`config.mk`:
```
export PLATFORM = sky130hd
export DESIGN_NAME = abs_exec
export DESIGN_NICKNAME = d
export VERILOG_FILES = /design/src/hdl/abs_pkg.sv /design/src/hdl/abs_dec_if.sv /design/src/hdl/abs_decoder.sv /design/src/hdl/abs_exec.sv
export SDC_FILE = /design/constraint.sdc
export NUM_CORES = 1
export LEC_CHECK = 0
export ABC_AREA = 1
export BUFFER_PORTS_ARGS = -buffer_cell sky130_fd_sc_hd__buf_4
export CELL_PAD_IN_SITES_DETAIL_PLACEMENT = 1
export CELL_PAD_IN_SITES_GLOBAL_PLACEMENT = 1
export CORE_ASPECT_RATIO = 1.1
export CORE_MARGIN = 3
export CORE_UTILIZATION = 35
export CTS_CLUSTER_DIAMETER = 200
export DETAILED_ROUTE_END_ITERATION = 16
export PLACE_DENSITY_LB_ADDON = 0.1
export SETUP_SLACK_MARGIN = 0.3
export SKIP_CTS_REPAIR_TIMING = 1
export SLEW_MARGIN = 20
export SYNTH_ARGS = -nofsm -noshare
export SYNTH_HDL_FRONTEND = slang
export SYNTH_SLANG_ARGS = --single-unit
```
`constraint.sdc`:
```
create_clock -name ref_clk_in -period 2.9 [get_ports ref_clk_in]
set_input_delay 0.435 -clock ref_clk_in [delete_from_list [all_inputs] [get_ports ref_clk_in]]
set_output_delay 0.435 -clock ref_clk_in [all_outputs]
set_load 0.02 [all_outputs]
```
`src/hdl/abs_pkg.sv`:
```
// Purpose : constants and types for the logic and bit set/clear execute block
// Assumes : 12-bit instruction word, 8-bit data path, 32 file registers
// Notes   : all encodings and addresses used by the block live here
package abs_pkg;

  // ---------------------------------------------------------------
  // widths
  // ---------------------------------------------------------------
  localparam int INSN_W = 12;
  localparam int DATA_W = 8;
  localparam int ADDR_W = 5;
  localparam int BIT_W  = 3;

  // ---------------------------------------------------------------
  // opcode patterns and masks
  // ---------------------------------------------------------------
  localparam logic [INSN_W-1:0] AND_FILE_MASK  = 12'h0fc0;
  localparam logic [INSN_W-1:0] AND_FILE_PAT   = 12'h0140;
  localparam logic [INSN_W-1:0] AND_LIT_MASK   = 12'h0f00;
  localparam logic [INSN_W-1:0] AND_LIT_PAT    = 12'h0e00;
  localparam logic [INSN_W-1:0] BIT_OP_MASK    = 12'h0f00;
  localparam logic [INSN_W-1:0] BIT_CLR_PAT    = 12'h0400;
  localparam logic [INSN_W-1:0] BIT_SET_PAT    = 12'h0500;

  // ---------------------------------------------------------------
  // field positions
  // ---------------------------------------------------------------
  localparam int F_LSB    = 0;
  localparam int D_POS    = 5;
  localparam int B_LSB    = 5;
  localparam int K_LSB    = 0;

  // ---------------------------------------------------------------
  // special file addresses and reset values
  // ---------------------------------------------------------------
  localparam logic [ADDR_W-1:0] TIMER_ADDR  = 5'h01;
  localparam logic [ADDR_W-1:0] PORTA_ADDR  = 5'h05;
  localparam logic [ADDR_W-1:0] PORTB_ADDR  = 5'h06;
  localparam logic [DATA_W-1:0] W_RESET     = 8'h00;
  localparam logic [DATA_W-1:0] DATA_ZERO   = 8'h00;
  localparam logic [DATA_W-1:0] BIT_ONE     = 8'h01;

  // ---------------------------------------------------------------
  // decoded operation
  // ---------------------------------------------------------------
  typedef enum logic [2:0] {
    ABS_OP_NONE,
    ABS_OP_AND_W_WITH_FILE,
    ABS_OP_AND_LITERAL_WITH_W,
    ABS_OP_BIT_CLEAR_FILE,
    ABS_OP_BIT_SET_FILE
  } abs_op_t;

endpackage

```
`src/hdl/abs_dec_if.sv`:
```
// Purpose : carries a decoded instruction from decoder to execute logic
// Assumes : abs_pkg compiled first
// Notes   : purely combinational fields
interface abs_dec_if;
  import abs_pkg::*;

  abs_op_t                  op;
  logic [ADDR_W-1:0]        f_addr;
  logic                     dest_file;
  logic [BIT_W-1:0]         bit_sel;
  logic [DATA_W-1:0]        literal;

  modport dec (output op, f_addr, dest_file, bit_sel, literal);
  modport exe (input  op, f_addr, dest_file, bit_sel, literal);
endinterface

```
`src/hdl/abs_decoder.sv`:
```
// Purpose : decodes the four supported instruction words
// Assumes : instruction word is stable while insn_valid_in is high
// Notes   : unsupported words decode to no operation
module abs_decoder
  import abs_pkg::*;
(
  // instruction
  input  wire logic [abs_pkg::INSN_W-1:0] insn_in,
  input  wire logic                       insn_valid_in,
  // decoded fields
  abs_dec_if.dec                          dec
);

  // ---------------------------------------------------------------
  // field extraction and opcode match
  // ---------------------------------------------------------------
  always_comb begin
    dec.f_addr    = insn_in[F_LSB +: ADDR_W];
    dec.dest_file = insn_in[D_POS];
    dec.bit_sel   = insn_in[B_LSB +: BIT_W];
    dec.literal   = insn_in[K_LSB +: DATA_W];
    dec.op        = ABS_OP_NONE;
    if (insn_valid_in) begin
      if ((insn_in & AND_FILE_MASK) == AND_FILE_PAT) begin
        dec.op = ABS_OP_AND_W_WITH_FILE;
      end else if ((insn_in & AND_LIT_MASK) == AND_LIT_PAT) begin
        dec.op = ABS_OP_AND_LITERAL_WITH_W;
      end else if ((insn_in & BIT_OP_MASK) == BIT_CLR_PAT) begin
        dec.op = ABS_OP_BIT_CLEAR_FILE;
      end else if ((insn_in & BIT_OP_MASK) == BIT_SET_PAT) begin
        dec.op = ABS_OP_BIT_SET_FILE;
      end
    end
  end

endmodule

```
`src/hdl/abs_exec.sv`:
```
// Purpose : executes logical AND and bit set/clear instructions
// Assumes : file register read is combinational, write happens one cycle later
// Notes   : one instruction per cycle, no skip, no flush
// Notes   : every result shows one edge after its word is taken
module abs_exec
  import abs_pkg::*;
(
  // clock and reset
  input  wire logic                       ref_clk_in,
  input  wire logic                       resetn_in,
  // instruction
  input  wire logic [abs_pkg::INSN_W-1:0] insn_in,
  input  wire logic                       insn_valid_in,
  // file register read
  output logic      [abs_pkg::ADDR_W-1:0] file_raddr_out,
  input  wire logic [abs_pkg::DATA_W-1:0] file_rdata_in,
  input  wire logic [abs_pkg::DATA_W-1:0] porta_pins_in,
  input  wire logic [abs_pkg::DATA_W-1:0] portb_pins_in,
  input  wire logic                       prescaler_on_timer_in,
  // file register write
  output logic                            file_we_out,
  output logic      [abs_pkg::ADDR_W-1:0] file_waddr_out,
  output logic      [abs_pkg::DATA_W-1:0] file_wdata_out,
  output logic                            prescaler_clr_out,
  // working register and status
  output logic      [abs_pkg::DATA_W-1:0] w_out,
  output logic                            zero_we_out,
  output logic                            zero_out,
  output logic                            done_out
);
  import abs_pkg::*;

  abs_dec_if dec_bus ();

  // ---------------------------------------------------------------
  // decode
  // ---------------------------------------------------------------
  abs_decoder u_dec (
    .insn_in       (insn_in),
    .insn_valid_in (insn_valid_in),
    .dec           (dec_bus)
  );

  // ---------------------------------------------------------------
  // helpers
  // ---------------------------------------------------------------
  function automatic logic [DATA_W-1:0] bit_mask(input logic [BIT_W-1:0] b);
    bit_mask = BIT_ONE << b;
  endfunction

  function automatic logic is_zero(input logic [DATA_W-1:0] v);
    is_zero = (v == DATA_ZERO);
  endfunction

  // timer register address, a write there restarts the prescaler when it is assigned to the timer
  function automatic logic is_timer(input logic [ADDR_W-1:0] a);
    is_timer = (a == TIMER_ADDR);
  endfunction

  // ---------------------------------------------------------------
  // state and datapath signals
  // ---------------------------------------------------------------
  logic [DATA_W-1:0] w_q;            // working register
  logic [DATA_W-1:0] operand;        // file value after pin substitution
  logic [DATA_W-1:0] result;         // alu output
  logic              wr_file;        // result goes to the file register
  logic              wr_w;           // result goes to the working register
  logic              set_zero;       // zero flag follows this result
  logic              file_we_q;
  logic [ADDR_W-1:0] file_waddr_q;
  logic [DATA_W-1:0] file_wdata_q;
  logic              presc_clr_q;
  logic              zero_we_q;
  logic              zero_q;
  logic              done_q;

  // read address straight from the f field, read path is combinational
  assign file_raddr_out = dec_bus.f_addr;

  // ---------------------------------------------------------------
  // operand select: ports read from pins
  // ---------------------------------------------------------------
  always_comb begin
    if (dec_bus.f_addr == PORTA_ADDR) begin
      operand = porta_pins_in;
    end else if (dec_bus.f_addr == PORTB_ADDR) begin
      operand = portb_pins_in;
    end else begin
      operand = file_rdata_in;
    end
  end

  // ---------------------------------------------------------------
  // alu and destination
  // ---------------------------------------------------------------
  always_comb begin
    result   = DATA_ZERO;
    wr_file  = 1'b0;
    wr_w     = 1'b0;
    set_zero = 1'b0;
    case (dec_bus.op)
      ABS_OP_AND_W_WITH_FILE: begin
        result   = w_q & operand;
        set_zero = 1'b1;
        wr_file  = dec_bus.dest_file;
        wr_w     = ~dec_bus.dest_file;
      end
      ABS_OP_AND_LITERAL_WITH_W: begin
        result   = w_q & dec_bus.literal;
        set_zero = 1'b1;
        wr_w     = 1'b1;
      end
      ABS_OP_BIT_CLEAR_FILE: begin
        result   = operand & ~bit_mask(dec_bus.bit_sel);
        wr_file  = 1'b1;
      end
      ABS_OP_BIT_SET_FILE: begin
        result   = operand | bit_mask(dec_bus.bit_sel);
        wr_file  = 1'b1;
      end
      default: begin
        result   = DATA_ZERO;
      end
    endcase
  end

  // ---------------------------------------------------------------
  // working register
  // ---------------------------------------------------------------
  // only the and operations with W as target reach it
  always_ff @(posedge ref_clk_in) begin
    if (!resetn_in) begin
      w_q <= W_RESET;
    end else if (wr_w) begin
      w_q <= result;
    end
  end
  assign w_out = w_q;

  // ---------------------------------------------------------------
  // file write port
  // ---------------------------------------------------------------
  // write strobe, one pulse per file destination
  always_ff @(posedge ref_clk_in) begin
    if (!resetn_in) begin
      file_we_q <= 1'b0;
    end else begin
      file_we_q <= wr_file;
    end
  end

  // write address and data, meaningful only with the strobe
  always_ff @(posedge ref_clk_in) begin
    if (!resetn_in) begin
      file_waddr_q <= '0;
      file_wdata_q <= DATA_ZERO;
    end else begin
      file_waddr_q <= dec_bus.f_addr;
      file_wdata_q <= result;
    end
  end

  assign file_we_out    = file_we_q;
  assign file_waddr_out = file_waddr_q;
  assign file_wdata_out = file_wdata_q;

  // ---------------------------------------------------------------
  // prescaler clear
  // ---------------------------------------------------------------
  // any file write to the timer restarts an assigned prescaler
  always_ff @(posedge ref_clk_in) begin
    if (!resetn_in) begin
      presc_clr_q <= 1'b0;
    end else begin
      presc_clr_q <= wr_file && is_timer(dec_bus.f_addr)
                     && prescaler_on_timer_in;
    end
  end
  assign prescaler_clr_out = presc_clr_q;

  // ---------------------------------------------------------------
  // zero flag
  // ---------------------------------------------------------------
  // update strobe, the status datapath owns the flag itself
  always_ff @(posedge ref_clk_in) begin
    if (!resetn_in) begin
      zero_we_q <= 1'b0;
    end else begin
      zero_we_q <= set_zero;
    end
  end

  // flag value, held between and operations
  always_ff @(posedge ref_clk_in) begin
    if (!resetn_in) begin
      zero_q <= 1'b0;
    end else if (set_zero) begin
      zero_q <= is_zero(result);
    end
  end

  assign zero_we_out = zero_we_q;
  assign zero_out    = zero_q;

  // ---------------------------------------------------------------
  // completion
  // ---------------------------------------------------------------
  // one pulse per executed word, never a skip or flush
  always_ff @(posedge ref_clk_in) begin
    if (!resetn_in) begin
      done_q <= 1'b0;
    end else begin
      done_q <= (dec_bus.op != ABS_OP_NONE);
    end
  end
  assign done_out = done_q;

endmodule

```
==> results of run 1 <==
[area by class of cell]
class | instances | area, µm²
fill | 650 | 2400
multi-input combinational | 188 | 991
timing repair buffer | 70 | 526
sequential | 26 | 520
inverter | 44 | 165
tap | 56 | 70.1
clock buffer | 3 | 41.3
[per-layer routing]
metal / part of all wire, % / global-route usage, % / wire [µm] / up-vias
met5: 0 / 0 / 0 / -
met4: 1.3 / 4.98 / 67 / 0
met2: 47 / 32.0 / 2400 / 45
li1: - / - / - / 971
met3: 3.7 / 0.882 / 190 / 5
met1: 48 / 26.6 / 2490 / 861
[through the flow]
stage	cells	setup slack [ps]	area [µm²]	total power (W)	hold WS (ps)
2_1_floorplan	266	1280	1730	0.000470	528
3_3_place_gp	384	907	2270	0.000553	557
3_5_place_dp	384	864	2270	0.000556	553
4_1_cts	387	1140	2310	0.000751	396
5_1_grt	387	928	2310	0.000783	414
6_report	387	1150	2310	0.000744	395
[worst max-delay path: cells and delay by family]
kind	cells	cell delay [ps]
AOI/OAI and AO/OA	1	50
and+or+nand+nor	11	1050
buffers and inverters	3	360
[flip-flops by register name, summed over array words and instances, names as in the netlist]
name / flops
w_out: 8
file_we_out: 1
done_out: 1
zero_out: 1
zero_we_out: 1
file_wdata_out: 8
file_waddr_out: 5
prescaler_clr_out: 1
[worst paths after layout]
check | start | to | cells past startpoint
setup / recovery | insn_in[3] | zero_out | 15
hold / removal | insn_in[3] | file_waddr_out[3] | 3
setup reg to reg | w_out[6] | zero_out | 8
hold reg to reg | zero_out | zero_out | 2
[placed cells by master (no fill, tap or decap)]
| master | Yosys | layout |
|---|---|---|
| inv_2 | 7 | 7 |
| nor3_2 | 1 | 1 |
| buf_4 | 6 | 70 |
| o21ai_0 | 24 | 24 |
| nand3b_1 | 3 | 3 |
| dfxtp_1 | 26 | 26 |
| nand4_1 | 2 | 2 |
| a211oi_1 | 1 | 1 |
| a21oi_1 | 10 | 10 |
| nor2_8 | 1 | 1 |
| nand3_1 | 30 | 30 |
| nor4_4 | 1 | 1 |
| nor2_2 | 6 | 6 |
| or2_2 | 6 | 6 |
| nand3_2 | 7 | 7 |
| nor2_4 | 3 | 3 |
| inv_1 | 37 | 37 |
| a21oi_2 | 1 | 1 |
| or2_1 | 2 | 2 |
| nand2_2 | 3 | 3 |
| o21ai_1 | 1 | 1 |
| nor2_1 | 21 | 21 |
| nand2_8 | 1 | 1 |
| nand2_1 | 63 | 63 |
| nand3_4 | 1 | 1 |
| clkbuf_8 | 0 | 3 |
[power by group through the flow]
stage          sequential, W  clock [W]  combinational (W)
2_1_floorplan       0.000388          0          0.0000818
3_5_place_dp        0.000379          0           0.000177
6_report            0.000370   0.000198           0.000176
3_3_place_gp        0.000378          0           0.000175
5_1_grt             0.000371   0.000216           0.000196
4_1_cts             0.000370   0.000203           0.000178
[cells by family (layout without fill, tap and decap cells)]
| group | count (synthesis) | in the layout | synth area share [%] |
|---|---|---|---|
| flops | 26 | 26 | 30.1 |
| simple gates | 151 | 151 | 46.2 |
| compound gates | 37 | 37 | 11.1 |
| buf+inv | 52 | 117 | 12.6 |
==> key figures, run 1 <==
Drt
  – DR pass1 iterations: 4
  – DRT iter0 DRCs: 74
  – Final wirelength: 5150 µm
  – DR DRC count: 0
  – DRT antenna net count: 0
  – Mean routed wirelength per cell: 13.3 µm
  – Via density: 4.86
  – Vias post-DR: between 1500 and 2000

Floorplan
  – Initial Utilization: between 30% and 40%
  – Die width: 73.0 µm
  – # IOs: 71
  – Std cell rows: 26
  – Core Region: 0.00472 mm²
  – Die Area: 0.00582 mm²
  – Die Height: approximately 80 µm

Clock network
  – Root Driver: clkbuf_8
  – Clock-pin slew on the worst setup and hold paths: 80 ps
  – Htree depth: 1
  – CTS tree: yes
  – Worst skew pair latency: 270 ps
  – Clk sink count: 26
  – Number of CTS-inserted buffers: 3
  – Clock tree buffer depth: 2

Yosys
  – Synthesized instance count: 266
  – Post-Syn Area per Cell: 6.50 µm²
  – Primary FF master, synth: dfxtp_1
  – Synth unique cells: 26
  – Synth top area cells: dfxtp_1 (30%), nand2_1 (14%), nand3_1 (8.7%)
  – FF+latch count, synth: 26
  – Most common cell in the netlist: nand2_1
  – Largest area contributor in the netlist: dfxtp_1
  – Synth top cells by count: nand2_1 (63), inv_1 (37), nand3_1 (30)
  – Async SR Flop Fraction: 0%
  – Synthesized cell area: between 0.0015 and 0.002 mm²
  – Number of synthesized flops with an enable pin: 0
  – Share of the synthesized area in the top cell type: 30.1%
  – Sequential share of the synthesized area: 30.1%
  – Syn nets: 306
  – YS warnings: 0

Worst setup path
  – Startpoint types: input port
  – Worst path max stage delay: 190 ps
  – R2r setup slk: 1490 ps
  – Max FO, Critical Path: 9
  – Crit path kind: input port to register
  – Slowest cell on the critical path: nor2_8
  – Worst Path Arrival: 1910 ps
  – Crit path cell chain: buf_4 > inv_2 > nand2_2 > nor2_8 > nand2_8 > inv_2 > nand2_1 > nand2_1 > nand2_1 > nor2_1 > nor2_2 > nand2_1 > nor2_1 > nand2_1 > a21oi_2
  – Most used cell, CP: nand2_1
  – Critical Path Sink Type: register
  – Critical Path RT: just over 3000 ps

Timing
  – Period utilisation layout: 60.2%
  – Setup violations, final: 0
  – Peak Freq: 0.572 GHz
  – Max-slew violations: 0
  – Min cycle time layout: 1750 ps
  – Final hold vios: 0
  – Worst-margin pin slew: 640 ps
  – Post-route clock skew: 4.27 ps
  – Rel. slew slack: 57.1%
  – RSZ-0062 raised after global routing: no
  – Setup TNS: 0 ps

Power
  – Worst IR Drop VDD: 131 µV
  – P_sw: 0.000209 W
  – Leak: 1.32 nW
  – Cell Int Power: 0.000535 W
  – Sw Ratio: 28.0%
  – Pwr/cell area: around 320 mW/mm²
  – Combinational power share: 23.6%
  – Seq pwr share: between 40% and 50%
  – Clock share of power: 26.6%

Finish
  – Layout cell share with drive strength beyond 1: 33.5%
  – Total inserted antenna cells: 0
  – Finished Core Util: 49.0%
  – Nets: approximately 370
  – Area grow syn2layout: 33.8%

GRT
  – Vias in the first global route: 1914
  – GR Overflow Total: 0
  – Initial antenna violation count: 0
  – GRT Resource Usage Total: 19.2%
  – Largest net degree at the start of global routing: 25
  – First-pass GRT wire length: roughly 9000 µm

Hold path
  – Min-Delay Path Class: input port to register

Outcome
  – Status: finished clean

Place
  – IO Port Bufs: 70
  – Placer Congestion: 0.872
  – Detailed Place HPWL: 4320 µm

Flow run
  – Max Cap Violations: 0
Note: power is estimated with default switching activity, not from simulation.
==> inputs of run 2 (changes only) <==
Settings changed: ABC_AREA 1 to 0, CORE_UTILIZATION 35 to 33.
Clock period 2.9 ns to 1.8 ns, I/O delays scaled along.
==> key figures, run 2 <==
Finish
  – Nets: between 300 and 400
  – Final Cell Area: 0.00261 mm²
  – Layout cell share with drive strength beyond 1: 51.9%
  – Register area: 522 µm²
  – Most frequent cells in the layout: buf_4 (105), dfxtp_1 (25), nor2_1 (19), nand2_1 (12), a21oi_1 (11)
  – Most common library cell in the layout ignoring fill and taps: buf_4
  – Finished Core Util: about three fifths
  – Post-route insts no fill: 347
  – Area grow syn2layout: 64.1%
  – Total inserted antenna cells: 0
  – Fillers: approximately 570
  – Multi-input gate area: 0.00110 mm²

Timing
  – Setup TNS: 0 ps
  – Final hold vios: 0
  – Period utilisation layout: between 90% and 100%
  – Post-route clock skew: 6.30 ps
  – Min cycle time layout: 1720 ps
  – Worst-margin pin slew: 348 ps
  – Setup violations, final: 0
  – Peak Freq: around 0.58 GHz
  – Worst hold margin: ~260 ps
  – Max-slew violations: 0
  – RSZ-0062 raised after global routing: yes
  – Rel. slew slack: 76.8%

Floorplan
  – Std cell rows: 25
  – Core Region: 0.00447 mm²
  – Die width: 72.2 µm
  – # IOs: 71
  – Die Height: ~80 µm
  – Initial Utilization: 35.6%
  – Die Area: approximately 0.0057 mm²

Clock network
  – Number of CTS-inserted buffers: 3
  – Root Driver: clkbuf_8
  – Clk sink count: 26
  – Htree depth: 1
  – CTS tree: yes
  – Clock-pin slew on the worst setup and hold paths: 90 ps
  – Clock tree buffer depth: 2
  – Worst skew pair latency: 270 ps

Place
  – Placer Congestion: 0.914
  – Post-Place Cells: 339
  – Detailed Place HPWL: between 4000 and 5000 µm
  – Post-DP Area: approximately 0.0024 mm²
  – IO Port Bufs: 70

Outcome
  – Status: finished clean

GRT
  – Largest net degree at the start of global routing: 15
  – Initial antenna violation count: 0
  – First-pass GRT wire length: 9700 µm
  – GR Overflow Total: 0
  – GRT Resource Usage Total: between 20% and 30%
  – Vias in the first global route: 1895

Drt
  – DR DRC count: 0
  – Mean routed wirelength per cell: 19.1 µm
  – Vias post-DR: approximately 1900
  – Final wirelength: between 6000 and 7000 µm
  – Via density: 5.56
  – DR pass1 iterations: 4
  – DRT antenna net count: 0
  – DRT iter0 DRCs: 97

Worst setup path
  – Crit path cell chain: buf_6 > or3b_4 > o21ai_1 > nand3_1 > a31oi_2 > nand3b_1 > o32ai_2
  – Critical path's top delay family: compound AO/OA/AOI/OAI gates
  – CP bufs+invs: 1
  – Critical Path RT: approximately 2000 ps
  – Max FO, Critical Path: 5
  – Startpoint types: input port
  – Crit path kind: input port to register
  – Slowest cell on the critical path: or3b_4
  – Worst Path Arrival: between 1500 and 2000 ps
  – Worst path max stage delay: 450 ps
  – Critical Path Sink Type: register

Power
  – Leak: approximately 1.1 nW
  – Pwr/cell area: 511 mW/mm²
  – Worst IR Drop VDD: 348 µV

Yosys
  – YS warnings: 0
  – FF+latch count, synth: 26
  – Synthesized cell area: 0.00159 mm²
  – Syn nets: 233
  – Synth top area cells: dfxtp_1 (33%), nor2_1 (4.7%), a21oi_1 (3.5%)
  – Post-Syn Area per Cell: 8.25 µm²
  – Synthesized instance count: roughly 190
  – Number of synthesized flops with an enable pin: 0
  – Synth unique cells: 59
  – Share of the synthesized area in the top cell type: 32.7%
  – Most common cell in the netlist: dfxtp_1
  – Sequential share of the synthesized area: 32.7%
  – Async SR Flop Fraction: 0%
  – Largest area contributor in the netlist: dfxtp_1
  – Synth top cells by count: dfxtp_1 (26), nor2_1 (20), nand2_1 (14)
  – Primary FF master, synth: dfxtp_1

Flow run
  – Max Cap Violations: 0

Hold path
  – Min-Delay Path Class: input port to register
run 2: layer usage:
metal  vias to the layer above  wire (µm)  global-route usage [%]
li1                        915          -                       -
met1                       929       2690                    28.1
met4                         0        121                    4.89
met3                        10        420                    3.16
met2                        75       3390                    37.2
met5                         -          0                       0
run 2: logic make-up after synthesis:
kind of cell	count (synthesis)	synth area share (%)
muxes	2	1.26
DFF	26	32.7
AOI/OAI and AO/OA	59	27.5
buffers and inverters	19	6.68
and+or+nand+nor	87	31.8
run 2: stage by stage:
stage	total power (W)	setup slack, ps
after floorplan	0.000760	188
after CTS	0.00131	136
after global placement	0.000937	-81.4
final	0.00133	76.0
after global routing	0.00141	56.3
after detailed placement	0.000941	-168
run 2: cell type report:
| class | count | area share (%) |
|---|---|---|
| multi-input cells | 149 | 42.1 |
| repair buffers | 110 | 32.7 |
| flip-flops and latches | 26 | 20.0 |
| well taps | 54 | 2.59 |
| clock buffers | 4 | 2.11 |
| inverters | 4 | 0.575 |
run 2: final timing paths:
path | startpoint | end | slack (ps) | depth (start not counted)
worst max register to register | w_out[5] | zero_out | 300 | 5
worst min register to register | zero_out | zero_out | 520 | 2
worst max-delay path | insn_in[4] | zero_out | 80 | 7
worst min-delay path | prescaler_on_timer_in | prescaler_clr_out | 260 | 2
run 2: power breakdown:
part,internal [W],switching (W),total (W)
clock,0.000195,0.000172,0.000367
combinational,0.000181,0.000190,0.000371
sequential,0.000588,0.00000725,0.000595
total,0.000964,0.000369,0.00133
==> inputs of run 3 (changes only) <==
Settings changed: PLACE_DENSITY set to 0.84, PLACE_DENSITY_LB_ADDON 0.1 to not set.
==> key figures, run 3 (synthesis gave the netlist of run 2 again) <==
Worst setup path
  – Worst path max stage delay: 440 ps
  – Slowest cell on the critical path: or3b_4
  – R2r setup slk: 30 ps
  – Startpoint types: input port
  – Worst Path Arrival: 2020 ps
  – Crit path kind: input port to register
  – Critical path startpoint: insn_in[4]
  – Worst R2R Start: w_out[2]
  – Max FO, Critical Path: 6
  – Critical Path RT: 1990 ps
  – Critical Path Sink Type: register
  – Crit path cell chain: buf_8 > or3b_4 > buf_6 > nor3_2 > a21oi_1 > o22ai_2 > o21ai_1 > o32ai_2

Outcome
  – Failing checks: negative setup slack
  – Status: finished with violations

Drt
  – Vias post-DR: 2251
  – Final wirelength: 9460 µm
  – DR DRC count: 0
  – Via density: 6.32
  – DRT iter0 DRCs: 133
  – Mean routed wirelength per cell: between 20 and 30 µm
  – DR pass1 iterations: 5
  – DRT antenna net count: 0

Finish
  – Total inserted antenna cells: 0
  – Layout cell share with drive strength beyond 1: 57.0%
  – Most frequent cells in the layout: buf_4 (109), dfxtp_1 (25), nor2_1 (20), nand2_1 (13), a21oi_1 (10)
  – Area grow syn2layout: 76.7%
  – Most common library cell in the layout ignoring fill and taps: buf_4
  – Fillers: 497
  – Nets: 343

Place
  – IO Port Bufs: 70
  – Detailed Place HPWL: 5380 µm
  – Placer Congestion: ~0.89

Timing
  – Setup violations, final: 1
  – Worst-margin pin slew: 411 ps
  – Min cycle time layout: 1830 ps
  – Final worst setup slack: -25.0 ps
  – Rel. slew slack: 72.4%
  – RSZ-0062 raised after global routing: yes
  – Period utilisation layout: 101%
  – Worst hold margin: 250 ps
  – Peak Freq: approximately 0.55 GHz
  – Final hold vios: 0
  – Post-route clock skew: 7.63 ps
  – Max-slew violations: 0

GRT
  – GR Overflow Total: 0
  – GRT Resource Usage Total: between 20 and 25%
  – Initial antenna violation count: 0
  – First-pass GRT wire length: 10700 µm
  – Vias in the first global route: ~2100
  – Largest net degree at the start of global routing: 15

Clock network
  – Clock-pin slew on the worst setup and hold paths: 90 ps
  – Clock tree buffer depth: 2
  – Root Driver: clkbuf_8
  – Htree depth: 1
  – CTS tree: yes
  – Number of CTS-inserted buffers: 3
  – Clk sink count: 26
  – Worst skew pair latency: 290 ps

Hold path
  – Min-delay src: prescaler_on_timer_in
  – Min-Delay Path Class: input port to register

Floorplan
  – Die Area: 0.00569 mm²
  – Die Height: 78.8 µm
  – # IOs: 71
  – Initial Utilization: 35.6%
  – Die width: 72.2 µm
  – Std cell rows: 25
  – Core Region: 0.00447 mm²

Power
  – Worst IR Drop VDD: 323 µV
  – Pwr/cell area: about 510 mW/mm²
  – Leak: 1.22 nW
  – Tot Pwr: 0.00143 W

Flow run
  – Max Cap Violations: 0
run 3: through the flow:
stage | cells | instance area, µm² | util, % | worst slack (ps) | TNS, ps
6_report | 356 | 2810 | 62.9 | -25.0 | -25.0
5_1_grt | 356 | 2810 | 62.9 | -18.9 | -18.9
2_1_floorplan | 193 | 1620 | - | 188 | 0
3_5_place_dp | 341 | 2420 | 54.1 | -239 | -675
3_3_place_gp | 341 | 2420 | 54.1 | -152 | -335
4_1_cts | 345 | 2480 | 55.4 | 24.8 | 0
run 3: path summary, 6_finish.rpt:
| check | endpoint | cells past startpoint |
|---|---|---|
| setup / recovery | zero_out | 8 |
| hold / removal | prescaler_clr_out | 2 |
| setup reg to reg | zero_out | 7 |
| hold reg to reg | w_out[7] | 2 |
run 3: cell type report:
class                           count  area, µm²  area share, %
Clock buffer                        4       55.1           1.96
Inverter                            4       15.0          0.534
Multi-Input combinational cell    148       1180           42.0
Sequential cell                    26        522           18.5
Tap cell                           54       67.6           2.40
Timing Repair Buffer              120        972           34.6
run 3: critical path: cells and delay by family:
| family | cells | cell delay (ps) |
|---|---|---|
| compound gates | 4 | 810 |
| buf+inv | 2 | 260 |
| simple gates | 2 | 680 |
run 3: power breakdown:
group,internal (W),leakage (nW),total [W],switching [W]
combinational,0.000209,0.978,0.000439,0.000230
clock,0.000197,0.0288,0.000391,0.000195
sequential,0.000588,0.212,0.000597,0.00000875
total,0.000993,1.22,0.00143,0.000434
run 3: metal layers:
layer / share of wire (%) / track usage [%]
met1: 35 / 28.6
met2: 48 / 42.9
met3: 8.8 / 3.42
met4: 8.3 / 11.7
met5: 0 / 0
